--- config.mk ---
export PLATFORM = sky130hd
export DESIGN_NAME = tei_inputs
export DESIGN_NICKNAME = d
export VERILOG_FILES = /design/src/tei_pkg.sv /design/src/tei_inputs.sv
export VERILOG_INCLUDE_DIRS = /design/src
export SDC_FILE = /design/constraint.sdc
export NUM_CORES = 1
export LEC_CHECK = 0
export BUFFER_PORTS_ARGS = -buffer_cell sky130_fd_sc_hd__buf_2
export CAP_MARGIN = 30
export CORE_MARGIN = 5
export CORE_UTILIZATION = 51
export CTS_CLUSTER_SIZE = 24
export DETAILED_ROUTE_END_ITERATION = 12
export PLACE_DENSITY = 0.78
export SLEW_MARGIN = 20
export SYNTH_ARGS = -nofsm -noshare
export SYNTH_HDL_FRONTEND = slang
export SYNTH_SLANG_ARGS = --single-unit
--- constraint.sdc ---
create_clock -name clk -period 1.86 [get_ports clk]
set_input_delay 0.186 -clock clk [delete_from_list [all_inputs] [get_ports clk]]
set_output_delay 0.186 -clock clk [all_outputs]
set_load 0.02 [all_outputs]
--- src/tei_cfg.svh ---
`ifndef TEI_CFG_SVH
`define TEI_CFG_SVH

// Default timer width
`define TEI_TMR_W 16
// Reset values
`define TEI_CNT_RST 16'h0000
`define TEI_SYNC_RST 1'b1
`define TEI_FLAG_RST 1'b0

`endif

--- src/tei_pkg.sv ---
package tei_pkg;
    // Timer clocking source
    typedef enum logic [0:0] {
        TEI_SRC_TIMER = 1'b0,
        TEI_SRC_COUNTER = 1'b1
    } tei_src_e;
endpackage

--- src/tei_inputs.sv ---
`timescale 1ns/1ps
`include "tei_cfg.svh"

module tei_inputs #(
    parameter int TMR_W = `TEI_TMR_W
) (
    input wire logic clk,
    input wire logic nrst,
    input wire logic ext_irq0_input,
    input wire logic ext_irq1_input,
    input wire logic timer0_count_input,
    input wire logic timer1_count_input,
    input wire logic timer0_gate_select,
    input wire logic timer1_gate_select,
    input wire logic ext_irq0_type_select,
    input wire logic ext_irq1_type_select,
    input wire logic timer0_run,
    input wire logic timer1_run,
    input wire tei_pkg::tei_src_e timer0_src,
    input wire tei_pkg::tei_src_e timer1_src,
    input wire logic ext_irq0_flag_clr,
    input wire logic ext_irq1_flag_clr,
    output logic ext_irq0_flag,
    output logic ext_irq1_flag,
    output logic [TMR_W-1:0] timer0_count,
    output logic [TMR_W-1:0] timer1_count
);
    import tei_pkg::*;

    // Pin vectors: index 0 irq0, 1 irq1, 2 count0, 3 count1
    logic [3:0] pin_in;
    logic [3:0] sync1_r;
    logic [3:0] sync2_r;
    logic [3:0] prev_r;
    logic [3:0] fall;
    logic [1:0] type_sel;
    logic [1:0] gate_sel;
    logic [1:0] run_sel;
    logic [1:0] flag_clr;
    logic [1:0] src_cnt;
    logic [1:0] flag_r;
    logic [TMR_W-1:0] cnt_r [2];

    // Counter-mode decode, shared by the tick mux and the checks
    function automatic logic is_counter(input tei_src_e src);
        return src == TEI_SRC_COUNTER;
    endfunction

    assign pin_in = {timer1_count_input, timer0_count_input, ext_irq1_input, ext_irq0_input};
    assign type_sel = {ext_irq1_type_select, ext_irq0_type_select};
    assign gate_sel = {timer1_gate_select, timer0_gate_select};
    assign run_sel = {timer1_run, timer0_run};
    assign flag_clr = {ext_irq1_flag_clr, ext_irq0_flag_clr};
    assign src_cnt = {is_counter(timer1_src), is_counter(timer0_src)};

    // Two-stage synchronisers, idle high
    always_ff @(posedge clk or negedge nrst) begin
        if (!nrst) begin
            sync1_r <= {4{`TEI_SYNC_RST}};
            sync2_r <= {4{`TEI_SYNC_RST}};
            prev_r <= {4{`TEI_SYNC_RST}};
        end else begin
            sync1_r <= pin_in;
            sync2_r <= sync1_r;
            prev_r <= sync2_r;
        end
    end

    // Falling edge: high sample then low sample
    assign fall = prev_r & ~sync2_r;

    genvar g;
    generate
        for (g = 0; g < 2; g++) begin : g_ch
            logic irq_set;
            logic gate_ok;
            logic tick;

            // Edge or level trigger select
            assign irq_set = type_sel[g] ? fall[g] : ~sync2_r[g];

            // Interrupt pin high permits run when gated
            assign gate_ok = run_sel[g] & (~gate_sel[g] | sync2_r[g]);

            // Counter mode uses count pin edges, else every clock
            assign tick = gate_ok & (src_cnt[g] ? fall[g+2] : 1'b1);

            // Sticky flag, set wins over clear
            always_ff @(posedge clk or negedge nrst) begin
                if (!nrst) begin
                    flag_r[g] <= `TEI_FLAG_RST;
                end else if (irq_set) begin
                    flag_r[g] <= 1'b1;
                end else if (flag_clr[g]) begin
                    flag_r[g] <= 1'b0;
                end
            end

            // Timer count
            always_ff @(posedge clk or negedge nrst) begin
                if (!nrst) begin
                    cnt_r[g] <= TMR_W'(`TEI_CNT_RST);
                end else if (tick) begin
                    cnt_r[g] <= cnt_r[g] + TMR_W'(1);
                end
            end

            a_edge_flag: assert property (@(posedge clk) disable iff (!nrst)
                (type_sel[g] && prev_r[g] && !sync2_r[g]) |=> flag_r[g])
                else $error("edge did not set flag");
            a_level_flag: assert property (@(posedge clk) disable iff (!nrst)
                (!type_sel[g] && !sync2_r[g]) |=> flag_r[g])
                else $error("low level did not set flag");
            a_gate_hold: assert property (@(posedge clk) disable iff (!nrst)
                (gate_sel[g] && !sync2_r[g]) |=> cnt_r[g] == $past(cnt_r[g]))
                else $error("gated timer advanced");
            a_cnt_edge: assert property (@(posedge clk) disable iff (!nrst)
                (src_cnt[g] && gate_ok && fall[g+2]) |=> cnt_r[g] == $past(cnt_r[g]) + TMR_W'(1))
                else $error("counter missed edge");
            a_cnt_still: assert property (@(posedge clk) disable iff (!nrst)
                (src_cnt[g] && !fall[g+2]) |=> $stable(cnt_r[g]))
                else $error("counter moved without edge");
            a_edge_once: assert property (@(posedge clk) disable iff (!nrst)
                fall[g+2] |=> !fall[g+2])
                else $error("edge seen twice");
            a_flag_keep: assert property (@(posedge clk) disable iff (!nrst)
                (flag_r[g] && !flag_clr[g]) |=> flag_r[g])
                else $error("flag lost");
            a_clr_ok: assert property (@(posedge clk) disable iff (!nrst)
                (flag_clr[g] && !irq_set) |=> !flag_r[g])
                else $error("flag not cleared");
        end
    endgenerate

    // Whole-block checks, written out per channel except the synchroniser and history shifts; the gate hold is for timer 1 only

    // Second synchroniser stage follows the first
    a_sync_shift: assert property (@(posedge clk) disable iff (!nrst)
        sync2_r == $past(sync1_r))
        else $error("synchroniser stage skipped");

    // History stage follows the second stage
    a_hist_shift: assert property (@(posedge clk) disable iff (!nrst)
        prev_r == $past(sync2_r))
        else $error("history stage skipped");

    // Stopped timer 0 holds its count
    a_run_stop0: assert property (@(posedge clk) disable iff (!nrst)
        !run_sel[0] |=> $stable(cnt_r[0]))
        else $error("stopped timer0 advanced");

    // Stopped timer 1 holds its count
    a_run_stop1: assert property (@(posedge clk) disable iff (!nrst)
        !run_sel[1] |=> $stable(cnt_r[1]))
        else $error("stopped timer1 advanced");

    // Timer 0 in timer mode steps once per clock when permitted
    a_timer_tick0: assert property (@(posedge clk) disable iff (!nrst)
        (!src_cnt[0] && run_sel[0] && (!gate_sel[0] || sync2_r[0]))
        |=> cnt_r[0] == $past(cnt_r[0]) + TMR_W'(1))
        else $error("timer0 missed a clock");

    // Timer 1 in timer mode steps once per clock when permitted
    a_timer_tick1: assert property (@(posedge clk) disable iff (!nrst)
        (!src_cnt[1] && run_sel[1] && (!gate_sel[1] || sync2_r[1]))
        |=> cnt_r[1] == $past(cnt_r[1]) + TMR_W'(1))
        else $error("timer1 missed a clock");

    // Low gate pin freezes timer 1
    a_gate_hold1: assert property (@(posedge clk) disable iff (!nrst)
        (gate_sel[1] && !sync2_r[1]) |=> $stable(cnt_r[1]))
        else $error("gated timer1 advanced");

    // Edge mode: a steady low never sets flag 0
    a_edge_no_set0: assert property (@(posedge clk) disable iff (!nrst)
        (type_sel[0] && !fall[0] && !flag_r[0] && !flag_clr[0]) |=> !flag_r[0])
        else $error("flag0 set without edge");

    // Edge mode: a steady low never sets flag 1
    a_edge_no_set1: assert property (@(posedge clk) disable iff (!nrst)
        (type_sel[1] && !fall[1] && !flag_r[1] && !flag_clr[1]) |=> !flag_r[1])
        else $error("flag1 set without edge");

    // Level mode: low pin sets flag 0
    a_level_set0: assert property (@(posedge clk) disable iff (!nrst)
        (!type_sel[0] && !sync2_r[0]) |=> flag_r[0])
        else $error("low level did not set flag0");

    // Level mode: low pin sets flag 1
    a_level_set1: assert property (@(posedge clk) disable iff (!nrst)
        (!type_sel[1] && !sync2_r[1]) |=> flag_r[1])
        else $error("low level did not set flag1");

    // Set beats a clear in the same cycle on flag 0
    a_set_wins0: assert property (@(posedge clk) disable iff (!nrst)
        (flag_clr[0] && !type_sel[0] && !sync2_r[0]) |=> flag_r[0])
        else $error("clear beat set on flag0");

    // Set beats a clear in the same cycle on flag 1
    a_set_wins1: assert property (@(posedge clk) disable iff (!nrst)
        (flag_clr[1] && !type_sel[1] && !sync2_r[1]) |=> flag_r[1])
        else $error("clear beat set on flag1");

    // Timer 0 never moves by more than one
    a_one_tick0: assert property (@(posedge clk) disable iff (!nrst)
        !$stable(cnt_r[0]) |-> cnt_r[0] == $past(cnt_r[0]) + TMR_W'(1))
        else $error("timer0 jumped");

    // Timer 1 never moves by more than one
    a_one_tick1: assert property (@(posedge clk) disable iff (!nrst)
        !$stable(cnt_r[1]) |-> cnt_r[1] == $past(cnt_r[1]) + TMR_W'(1))
        else $error("timer1 jumped");

    // Outputs straight from flip-flops
    assign ext_irq0_flag = flag_r[0];
    assign ext_irq1_flag = flag_r[1];
    assign timer0_count = cnt_r[0];
    assign timer1_count = cnt_r[1];
endmodule

==> results of run 1 <==
per-stage QoR:
| stage | instance area, um^2 | setup slack [ns] | utilization, % | hold WS (ns) |
|---|---|---|---|---|
| 2_1_floorplan | 1860 | 0.209 | - | -0.110 |
| 3_3_place_gp | 2190 | 0.251 | 60.8 | 0.179 |
| 3_5_place_dp | 2190 | 0.207 | 60.8 | 0.192 |
| 4_1_cts | 2330 | 0.199 | 64.7 | 0.0671 |
| 5_1_grt | 2330 | 0.0678 | 64.7 | 0.0798 |
| 6_report | 2330 | 0.214 | 64.7 | 0.0803 |
power breakdown:
part | internal, W | switching [W]
logic | 0.000224 | 0.000312
registers | 0.00114 | 0.000178
clock network | 0.000300 | 0.000302
total | 0.00167 | 0.000792
registers in the layout, indices dropped and copies added (netlist names):
signal         cells
sync1_r            4
timer0_count      16
timer1_count      16
ext_irq0_flag      1
prev_r             4
sync2_r            4
ext_irq1_flag      1
timing repair:
action,in CTS,in global routing
hold buffers,5,0
endpoints found under the setup margin,0,0
hold endpoints to repair,23,0
per-layer routing:
metal  wire length (um)  up-vias  part of all wire (%)  track usage [%]
met1               1320      629                    40             16.1
li1                   -      609                     -                -
met2               1700       34                    51             25.1
met4                 44        0                   1.3             5.11
met5                  0        -                     0                0
met3                245        4                   7.4             5.76
area by class of cell:
type	count	area, um^2
multi-input cells	88	653
clock inverters	1	5.00
fillers	311	1270
flip-flops and latches	46	1170
inverters	7	26.3
well taps	48	60.1
clock buffers	7	86.3
repair buffers	58	338
kinds of logic after synthesis:
kind of cell	share of synthesized area, %
mux	0.606
compound gates	3.50
fa+ha+maj	1.35
flops	62.8
xor+xnor	14.2
simple gates	15.6
buf+inv	2.02
worst min-delay path by stage:
stage | startpoint | endpoint | slack [ns] | depth (start not counted)
4_1_cts | ext_irq1_flag_clr | ext_irq1_flag | 0.07 | 2
2_1_floorplan | nrst | ext_irq0_flag | -0.11 | 0
3_3_place_gp | nrst | timer0_count[0] | 0.18 | 1
3_5_place_dp | nrst | timer0_count[2] | 0.19 | 1
5_1_grt | ext_irq0_flag_clr | ext_irq0_flag | 0.08 | 2
6_report | ext_irq1_flag_clr | ext_irq1_flag | 0.08 | 2
cell usage in the layout (no fill, tap or decap), types with 3 or more instances in the layout:
master / synthesis / final
nand4_1: 8 / 8
and3_1: 4 / 4
and4_1: 3 / 3
dfstp_2: 12 / 12
dlygate4sd3_1: 0 / 5
xnor2_1: 25 / 25
clkbuf_8: 0 / 6
nand2_1: 16 / 16
dfrtp_1: 34 / 34
xor2_1: 5 / 5
buf_4: 0 / 3
buf_2: 0 / 49
inv_1: 7 / 7
nand3_1: 7 / 7
nor2_1: 3 / 3
==> results.yml, run 1 <==
worst_setup_path:
  worstPathRequired_ns: 2.04
  regToRegEndpoint: "timer1_count[13]"
  critPathMaxStageDelay_ns: 0.55
  startpoint_type: "flop"
  worst-r2r-setup-slack_ns: 0.21
  path_cells: "inv_1 -> a221oi_4 -> and4_1 -> nand3_1 -> xnor2_1"
  crit_fanout: 6
  crit_path_start: "sync2_r[1]"
  crit_cells: 5
  critPathTopFamily: "flip-flops"
  r2r_cells: 5
  crit-reg2reg-launch: "sync2_r[1]"
  endpoint_kind: "flop"
  cp-endpoint: "timer1_count[13]"
  crit_slowest_cell: "dfstp_2"
  crit_arrival_ns: 1.82
  critPathKind: "flop to flop"
  crit_buf_inv: 1
timing:
  finClkSkew_ns: 0.00355
  fmax_mhz: 608
  final_max_slew_viol_count: 0
  post-route-period-util_pct: 88.5
  setup_viol: 0
  grt_setup_unrepaired: "false"
  fin_crit_ns: 1.65
  finalSetupTns_ns: 0
  slew_headroom_pct: 65.7
  hold_viol: 0
  tightest_slew_ns: 0.514
yosys:
  netlist_area_um2: 1860
  ys_warn_count: 0
  synth_edf_count: 0
  async_reset_ff_share_pct: 100
  synth_fp_nets: 160
  ys_top_cells_by_count: "dfrtp_1, xnor2_1, nand2_1"
  synthCells: 142
  ys_types: 25
  yosys_register_bits: 46
  synthFlopType: "dfrtp_1"
  avgSynthCellArea_um2: 13.1
  synth_top_cell_area_share_pct: 45.8
  yosys.area.top_type: "dfrtp_1"
  ys_seq_area_share_pct: 62.8
  yosysMostFrequentCell: "dfrtp_1"
  synth.area.top_cells: "dfrtp_1, dfstp_2, xnor2_1"
cells_and_area:
  nNetsFinal: 224
  drive_above_1_share_pct: 38.6
  insertedDiodeCount: 0
  final_cells: 255
  syn_to_final_growth_pct: 25.7
cts:
  h-tree-depth: 2
  cts_post_setup_buffers_inserted: 0
  cts_tree: "yes"
  cts_made_buffers: 5
  clk_latency_ns: 0.29
  path_clk_slew_ns: 0.08
  cts_num_sinks: 46
  cts-root-buf: "clkbuf_8"
  cts.repair.resized: 0
  clockBufferDepth: 2
route:
  drc: 0
  routed_wl_um: 3310
  viasPerCell: 5.00
  ant_nets: 0
  drt_iter0_markers: 58
  via_count: 1276
  drt_first_pass_iters: 4
  drt-wirelength-per-cell_um: 13.0
global_routing:
  grt_pass1_wl_um: 5640
  overflow: 0
  grt_use_total_pct: 14.5
  antenna_found_initial: 0
  grt_pass1_vias: 1283
  grt_max_degree: 25
place:
  hpwl_um: 2540
  dp_cells: 242
  globalplace.congestion: 0.837
  io_buffers: 49
die:
  ios: 50
  floorplan.initialDensity_pct: 51.5
  num_rows: 22
  core_um2: 3610
  die_w_um: 70.3
  die_area_um2: 4950
  die_h_um: 70.3
power:
  peakVddDrop_uv: 743
  power.leakage_nw: 1.16
  total_power_w: 0.00246
  p_per_area_nw_per_um2: 1050
flow_run:
  maxCapViolCount: 0
run_status:
  status: "completed"
worst_hold_path:
  hold_path_class: "input pin to flop"
Power figures use the tool's default switching activity.
==> inputs of run 2 (changes only) <==
CELL_PAD_IN_SITES_DETAIL_PLACEMENT = 1   (was not set)
CELL_PAD_IN_SITES_GLOBAL_PLACEMENT = 1   (was not set)
CORE_UTILIZATION = 35   (was 51)
PLACE_DENSITY = not set   (was 0.78)
PLACE_DENSITY_LB_ADDON = 0.1   (was not set)
==> run 2 against run 1 <==
- non-clock buffer count did not move
- register-to-register slack got worse by 0.07 ns
- die area rose by 39%
- clock-buffer cell count fell by 2
- critical endpoint is now timer1_count[15]
- largest power group unchanged
- global-route usage fell by 2.5 points
- largest cell class unchanged
- first-iteration DRC count fell by 40%
==> results.yml, run 2 (synthesis results as in run 1) <==
global_routing:
  grt_util_met1_pct: 14.5
  use_met2_pct: 19.9
  grt_pass1_wl_um: 6720
  overflow: 0
  grt_pass1_vias: 1398
  antenna_found_initial: 0
  grt_use_total_pct: 12.0
  grt_max_degree: 25
  grt.busiest_layer: "met2"
  grtUsageMet3_pct: 5.05
cells_and_area:
  regArea_um2: 1170
  layout_commonest_cell: "buf_2"
  mostFrequentLayoutCells: "buf_2, dfrtp_1, xnor2_1"
  fin_area_um2: 2360
  multi_input_area_um2: 653
  nNetsFinal: 224
  insertedDiodeCount: 0
  drive_above_1_share_pct: 39.1
  syn_to_final_growth_pct: 27.1
  fillCellCount: 574
worst_setup_path:
  critPathKind: "flop to flop"
  crit_fanout: 6
  path_cells: "inv_1 -> a221oi_4 -> and4_1 -> nand3_1 -> xnor2_1"
  crit_arrival_ns: 1.90
  startpoint_type: "flop"
  endpoint_kind: "flop"
  worstPathRequired_ns: 2.04
  crit_slowest_cell: "dfstp_2"
  critPathMaxStageDelay_ns: 0.55
die:
  die_area_um2: 6860
  die_w_um: 82.8
  floorplan.initialDensity_pct: 36.1
  num_rows: 26
  core_um2: 5140
  die_h_um: 82.8
  ios: 50
place:
  hpwl_um: 2970
  placed_area_um2: 2220
  globalplace.congestion: 0.739
  io_buffers: 49
run_status:
  status: "completed"
timing:
  post-route-period-util_pct: 92.1
  finalSetupTns_ns: 0
  final_max_slew_viol_count: 0
  tightest_slew_ns: 0.541
  fmax_mhz: 584
  grt_setup_unrepaired: "false"
  hold_viol: 0
  slew_headroom_pct: 64.0
  finClkSkew_ns: 0.00360
  setup_viol: 0
  fin_crit_ns: 1.71
worst_hold_path:
  hold_path_class: "input pin to flop"
cts:
  cts_made_buffers: 5
  clk_latency_ns: 0.29
  cts_tree: "yes"
  h-tree-depth: 2
  cts_num_sinks: 46
  path_clk_slew_ns: 0.09
  cts-root-buf: "clkbuf_8"
  cts.repair.resized: 0
  clockBufferDepth: 2
route:
  ant_nets: 0
  drt-wirelength-per-cell_um: 13.8
  drt_iter0_markers: 35
  via_count: 1276
  viasPerCell: 4.61
  routed_wl_um: 3830
  drt_first_pass_iters: 4
  drc: 0
flow_run:
  maxCapViolCount: 0
power:
  power.leakage_nw: 1.17
  p_per_area_nw_per_um2: 1050
  peakVddDrop_uv: 462
-- run 2: cell types whose count changed in the layout (fill, tap and decap cells not counted), sizes merged --
| cell | before | now |
|---|---|---|
| inv | 7 | 8 |
| clkbuf | 7 | 5 |
| clkinv | 1 | 2 |
-- run 2: repair_timing --
item | in CTS | in global routing
endpoints found under the setup margin | 0 | 0
endpoints found under the hold margin | 15 | 0
setup buffers | 0 | 0
hold buffers | 5 | 0
-- run 2: worst paths after layout --
check | startpoint | endpoint | slack [ns] | depth (start not counted)
setup / recovery | sync2_r[1] | timer1_count[15] | 0.15 | 5
hold reg to reg | sync1_r[3] | sync2_r[3] | 0.36 | 0
setup reg to reg | sync2_r[1] | timer1_count[15] | 0.15 | 5
min in group asynchronous | nrst | timer1_count[4] | 0.40 | 2
hold / removal | ext_irq0_flag_clr | ext_irq0_flag | 0.08 | 2
max in group asynchronous | nrst | timer0_count[7] | 0.96 | 3
-- run 2: worst max-delay path: cells and delay by family, from the launching register on --
| kind | cells | cell delay (ns) |
|---|---|---|
| flops | 1 | 0.55 |
| buf+inv | 1 | 0.07 |
| compound gates | 1 | 0.28 |
| simple gates | 2 | 0.55 |
| xor+xnor | 1 | 0.15 |
-- run 2: metrics by stage --
| stage | hold slack [ns] | cells | power (W) | utilization [%] | worst slack (ns) |
|---|---|---|---|---|---|
| global route | 0.0483 | 277 | 0.00263 | 45.9 | 0.00544 |
| floorplan | -0.110 | 142 | 0.00164 | - | 0.209 |
| CTS | 0.0665 | 277 | 0.00253 | 45.9 | 0.119 |
| detailed placement | 0.198 | 264 | 0.00189 | 43.2 | 0.132 |
| finish | 0.0790 | 277 | 0.00247 | 45.9 | 0.147 |
| global placement | 0.190 | 264 | 0.00186 | 43.2 | 0.212 |
-- run 2: layer usage --
metal | vias to the layer above | wire (um)
met3 | 5 | 230
met1 | 632 | 1650
met5 | - | 0
met2 | 35 | 1910
li1 | 604 | -
met4 | 0 | 44
-- run 2: cell type report --
cell class	count	area share [%]
sequential	46	49.4
multi-input combinational	88	27.7
timing repair buffer	58	14.3
tap	70	3.71
clock buffer	5	2.92
inverter	7	1.11
clock inverter	3	0.848
-- run 2: power breakdown --
group	internal [W]	total (W)	switching, W
registers	0.00114	0.00132	0.000179
clock network	0.000265	0.000604	0.000339
logic	0.000224	0.000544	0.000320
==> inputs of run 3 (changes only) <==
PLACE_DENSITY = 0.7   (was not set)
PLACE_DENSITY_LB_ADDON = not set   (was 0.1)
==> run 3 against run 2 <==
- sequential share of layout area down 1.1 points
- core utilization up 1.0 points
- die area unchanged
- via count up 1.5%
- non-clock buffer count down 1
- largest power group unchanged
- clock-buffer cell count up 1
- worst setup slack better by 0.033 ns
==> results.yml, run 3 (synthesis results as in run 1) <==
cts:
  cts_tree: "yes"
  cts_post_setup_buffers_inserted: 0
  cts_made_buffers: 5
  h-tree-depth: 2
  cts_num_sinks: 46
  clk_latency_ns: 0.30
  clockBufferDepth: 2
  path_clk_slew_ns: 0.09
  cts-root-buf: "clkbuf_8"
timing:
  finClkSkew_ns: 0.0108
  tightest_slew_ns: 0.411
  hold_viol: 0
  post-route-period-util_pct: 90.3
  setup_viol: 0
  finalSetupTns_ns: 0
  fmax_mhz: 595
  fin_crit_ns: 1.68
  grt_setup_unrepaired: "false"
  slew_headroom_pct: 72.4
  final_max_slew_viol_count: 0
route:
  routed_wl_um: 3920
  viasPerCell: 4.69
  drt_iter0_markers: 31
  via_count: 1295
  ant_nets: 0
  drt_first_pass_iters: 4
  drt-wirelength-per-cell_um: 14.2
  drc: 0
worst_setup_path:
  crit_buf_inv: 1
  crit_fanout: 6
  critPathTopFamily: "flip-flops"
  critPathKind: "flop to flop"
  crit_slowest_cell: "dfstp_2"
  critPathMaxStageDelay_ns: 0.55
  startpoint_type: "flop"
  worstPathRequired_ns: 2.05
  crit_arrival_ns: 1.87
  path_cells: "inv_1 -> a221oi_4 -> and4_1 -> nand4_2 -> xnor2_1"
  endpoint_kind: "flop"
cells_and_area:
  drive_above_1_share_pct: 39.3
  syn_to_final_growth_pct: 29.9
  nNetsFinal: 223
  fillCellCount: 583
  multi_input_area_um2: 659
  mostFrequentLayoutCells: "buf_2, dfrtp_1, xnor2_1"
  layout_commonest_cell: "buf_2"
  insertedDiodeCount: 0
  final_cells: 276
  regArea_um2: 1170
  postLayoutCoreUtil_pct: 46.9
die:
  num_rows: 26
  die_h_um: 82.8
  die_w_um: 82.8
  ios: 50
  core_um2: 5140
  floorplan.initialDensity_pct: 36.1
  die_area_um2: 6860
global_routing:
  antenna_found_initial: 0
  grt_pass1_wl_um: 6710
  grt_pass1_vias: 1418
  grt_use_total_pct: 12.0
  grt_max_degree: 47
  overflow: 0
worst_hold_path:
  hold_path_class: "input pin to flop"
power:
  peakVddDrop_uv: 833
  p_per_area_nw_per_um2: 1150
  power.leakage_nw: 1.18
place:
  dp_cells: 263
  io_buffers: 49
  globalplace.congestion: 0.754
  hpwl_um: 2750
flow_run:
  maxCapViolCount: 0
run_status:
  status: "completed"
==> run 3: cell count changes in the layout (fill, tap and decap cells not counted), sizes merged <==
cell	delta
buf	-1
clkinv	-2
clkbuf	+1
bufinv	+2
inv	-1
==> run 3: repair_timing <==
| item | in CTS | in global routing |
|---|---|---|
| hold endpoints to repair | 38 | 0 |
| hold buffers | 5 | 0 |
| setup endpoints to repair | 1 | 0 |
| gates resized for setup | 1 | 0 |
==> run 3: final timing paths <==
kind                              startpoint                to  slack, ns  cells past startpoint
min in group asynchronous               nrst   timer1_count[7]       0.40                      3
hold / removal             ext_irq0_flag_clr     ext_irq0_flag       0.07                      2
setup / recovery                  sync2_r[1]  timer1_count[11]       0.18                      5
setup reg to reg                  sync2_r[1]  timer1_count[11]       0.18                      5
max in group asynchronous               nrst        sync1_r[2]       1.18                      3
hold reg to reg                   sync1_r[2]        sync2_r[2]       0.36                      0
==> run 3: where the power goes <==
| part | internal, W | switching [W] |
|---|---|---|
| combinational | 0.000228 | 0.000323 |
| clock | 0.000573 | 0.000335 |
| sequential | 0.00114 | 0.000180 |
==> run 3: area by class of cell <==
cell class                 count  area share (%)
clock inverter                 2            2.49
timing repair buffer          57            13.7
multi-input combinational     88            27.3
inverter                       7            1.09
clock buffer                   6            3.42
sequential                    46            48.3
tap                           70            3.63
==> run 3: per-layer routing <==
metal  wire length [um]  vias to the layer above  track usage (%)
li1                   -                      603                -
met4                 42                        0             3.12
met5                  0                        -                0
met2               1880                       41             19.8
met1               1770                      645             14.7
met3                221                        6             4.55
==> run 3: stage by stage <==
stage	instance area, um^2	setup slack (ns)	hold slack [ns]	power (W)
2_1_floorplan	1860	0.209	-0.110	0.00164
3_3_place_gp	2210	0.188	0.186	0.00186
3_5_place_dp	2210	0.106	0.188	0.00187
4_1_cts	2410	0.151	0.0633	0.00282
5_1_grt	2410	0.0659	0.0561	0.00293
6_report	2410	0.180	0.0729	0.00278
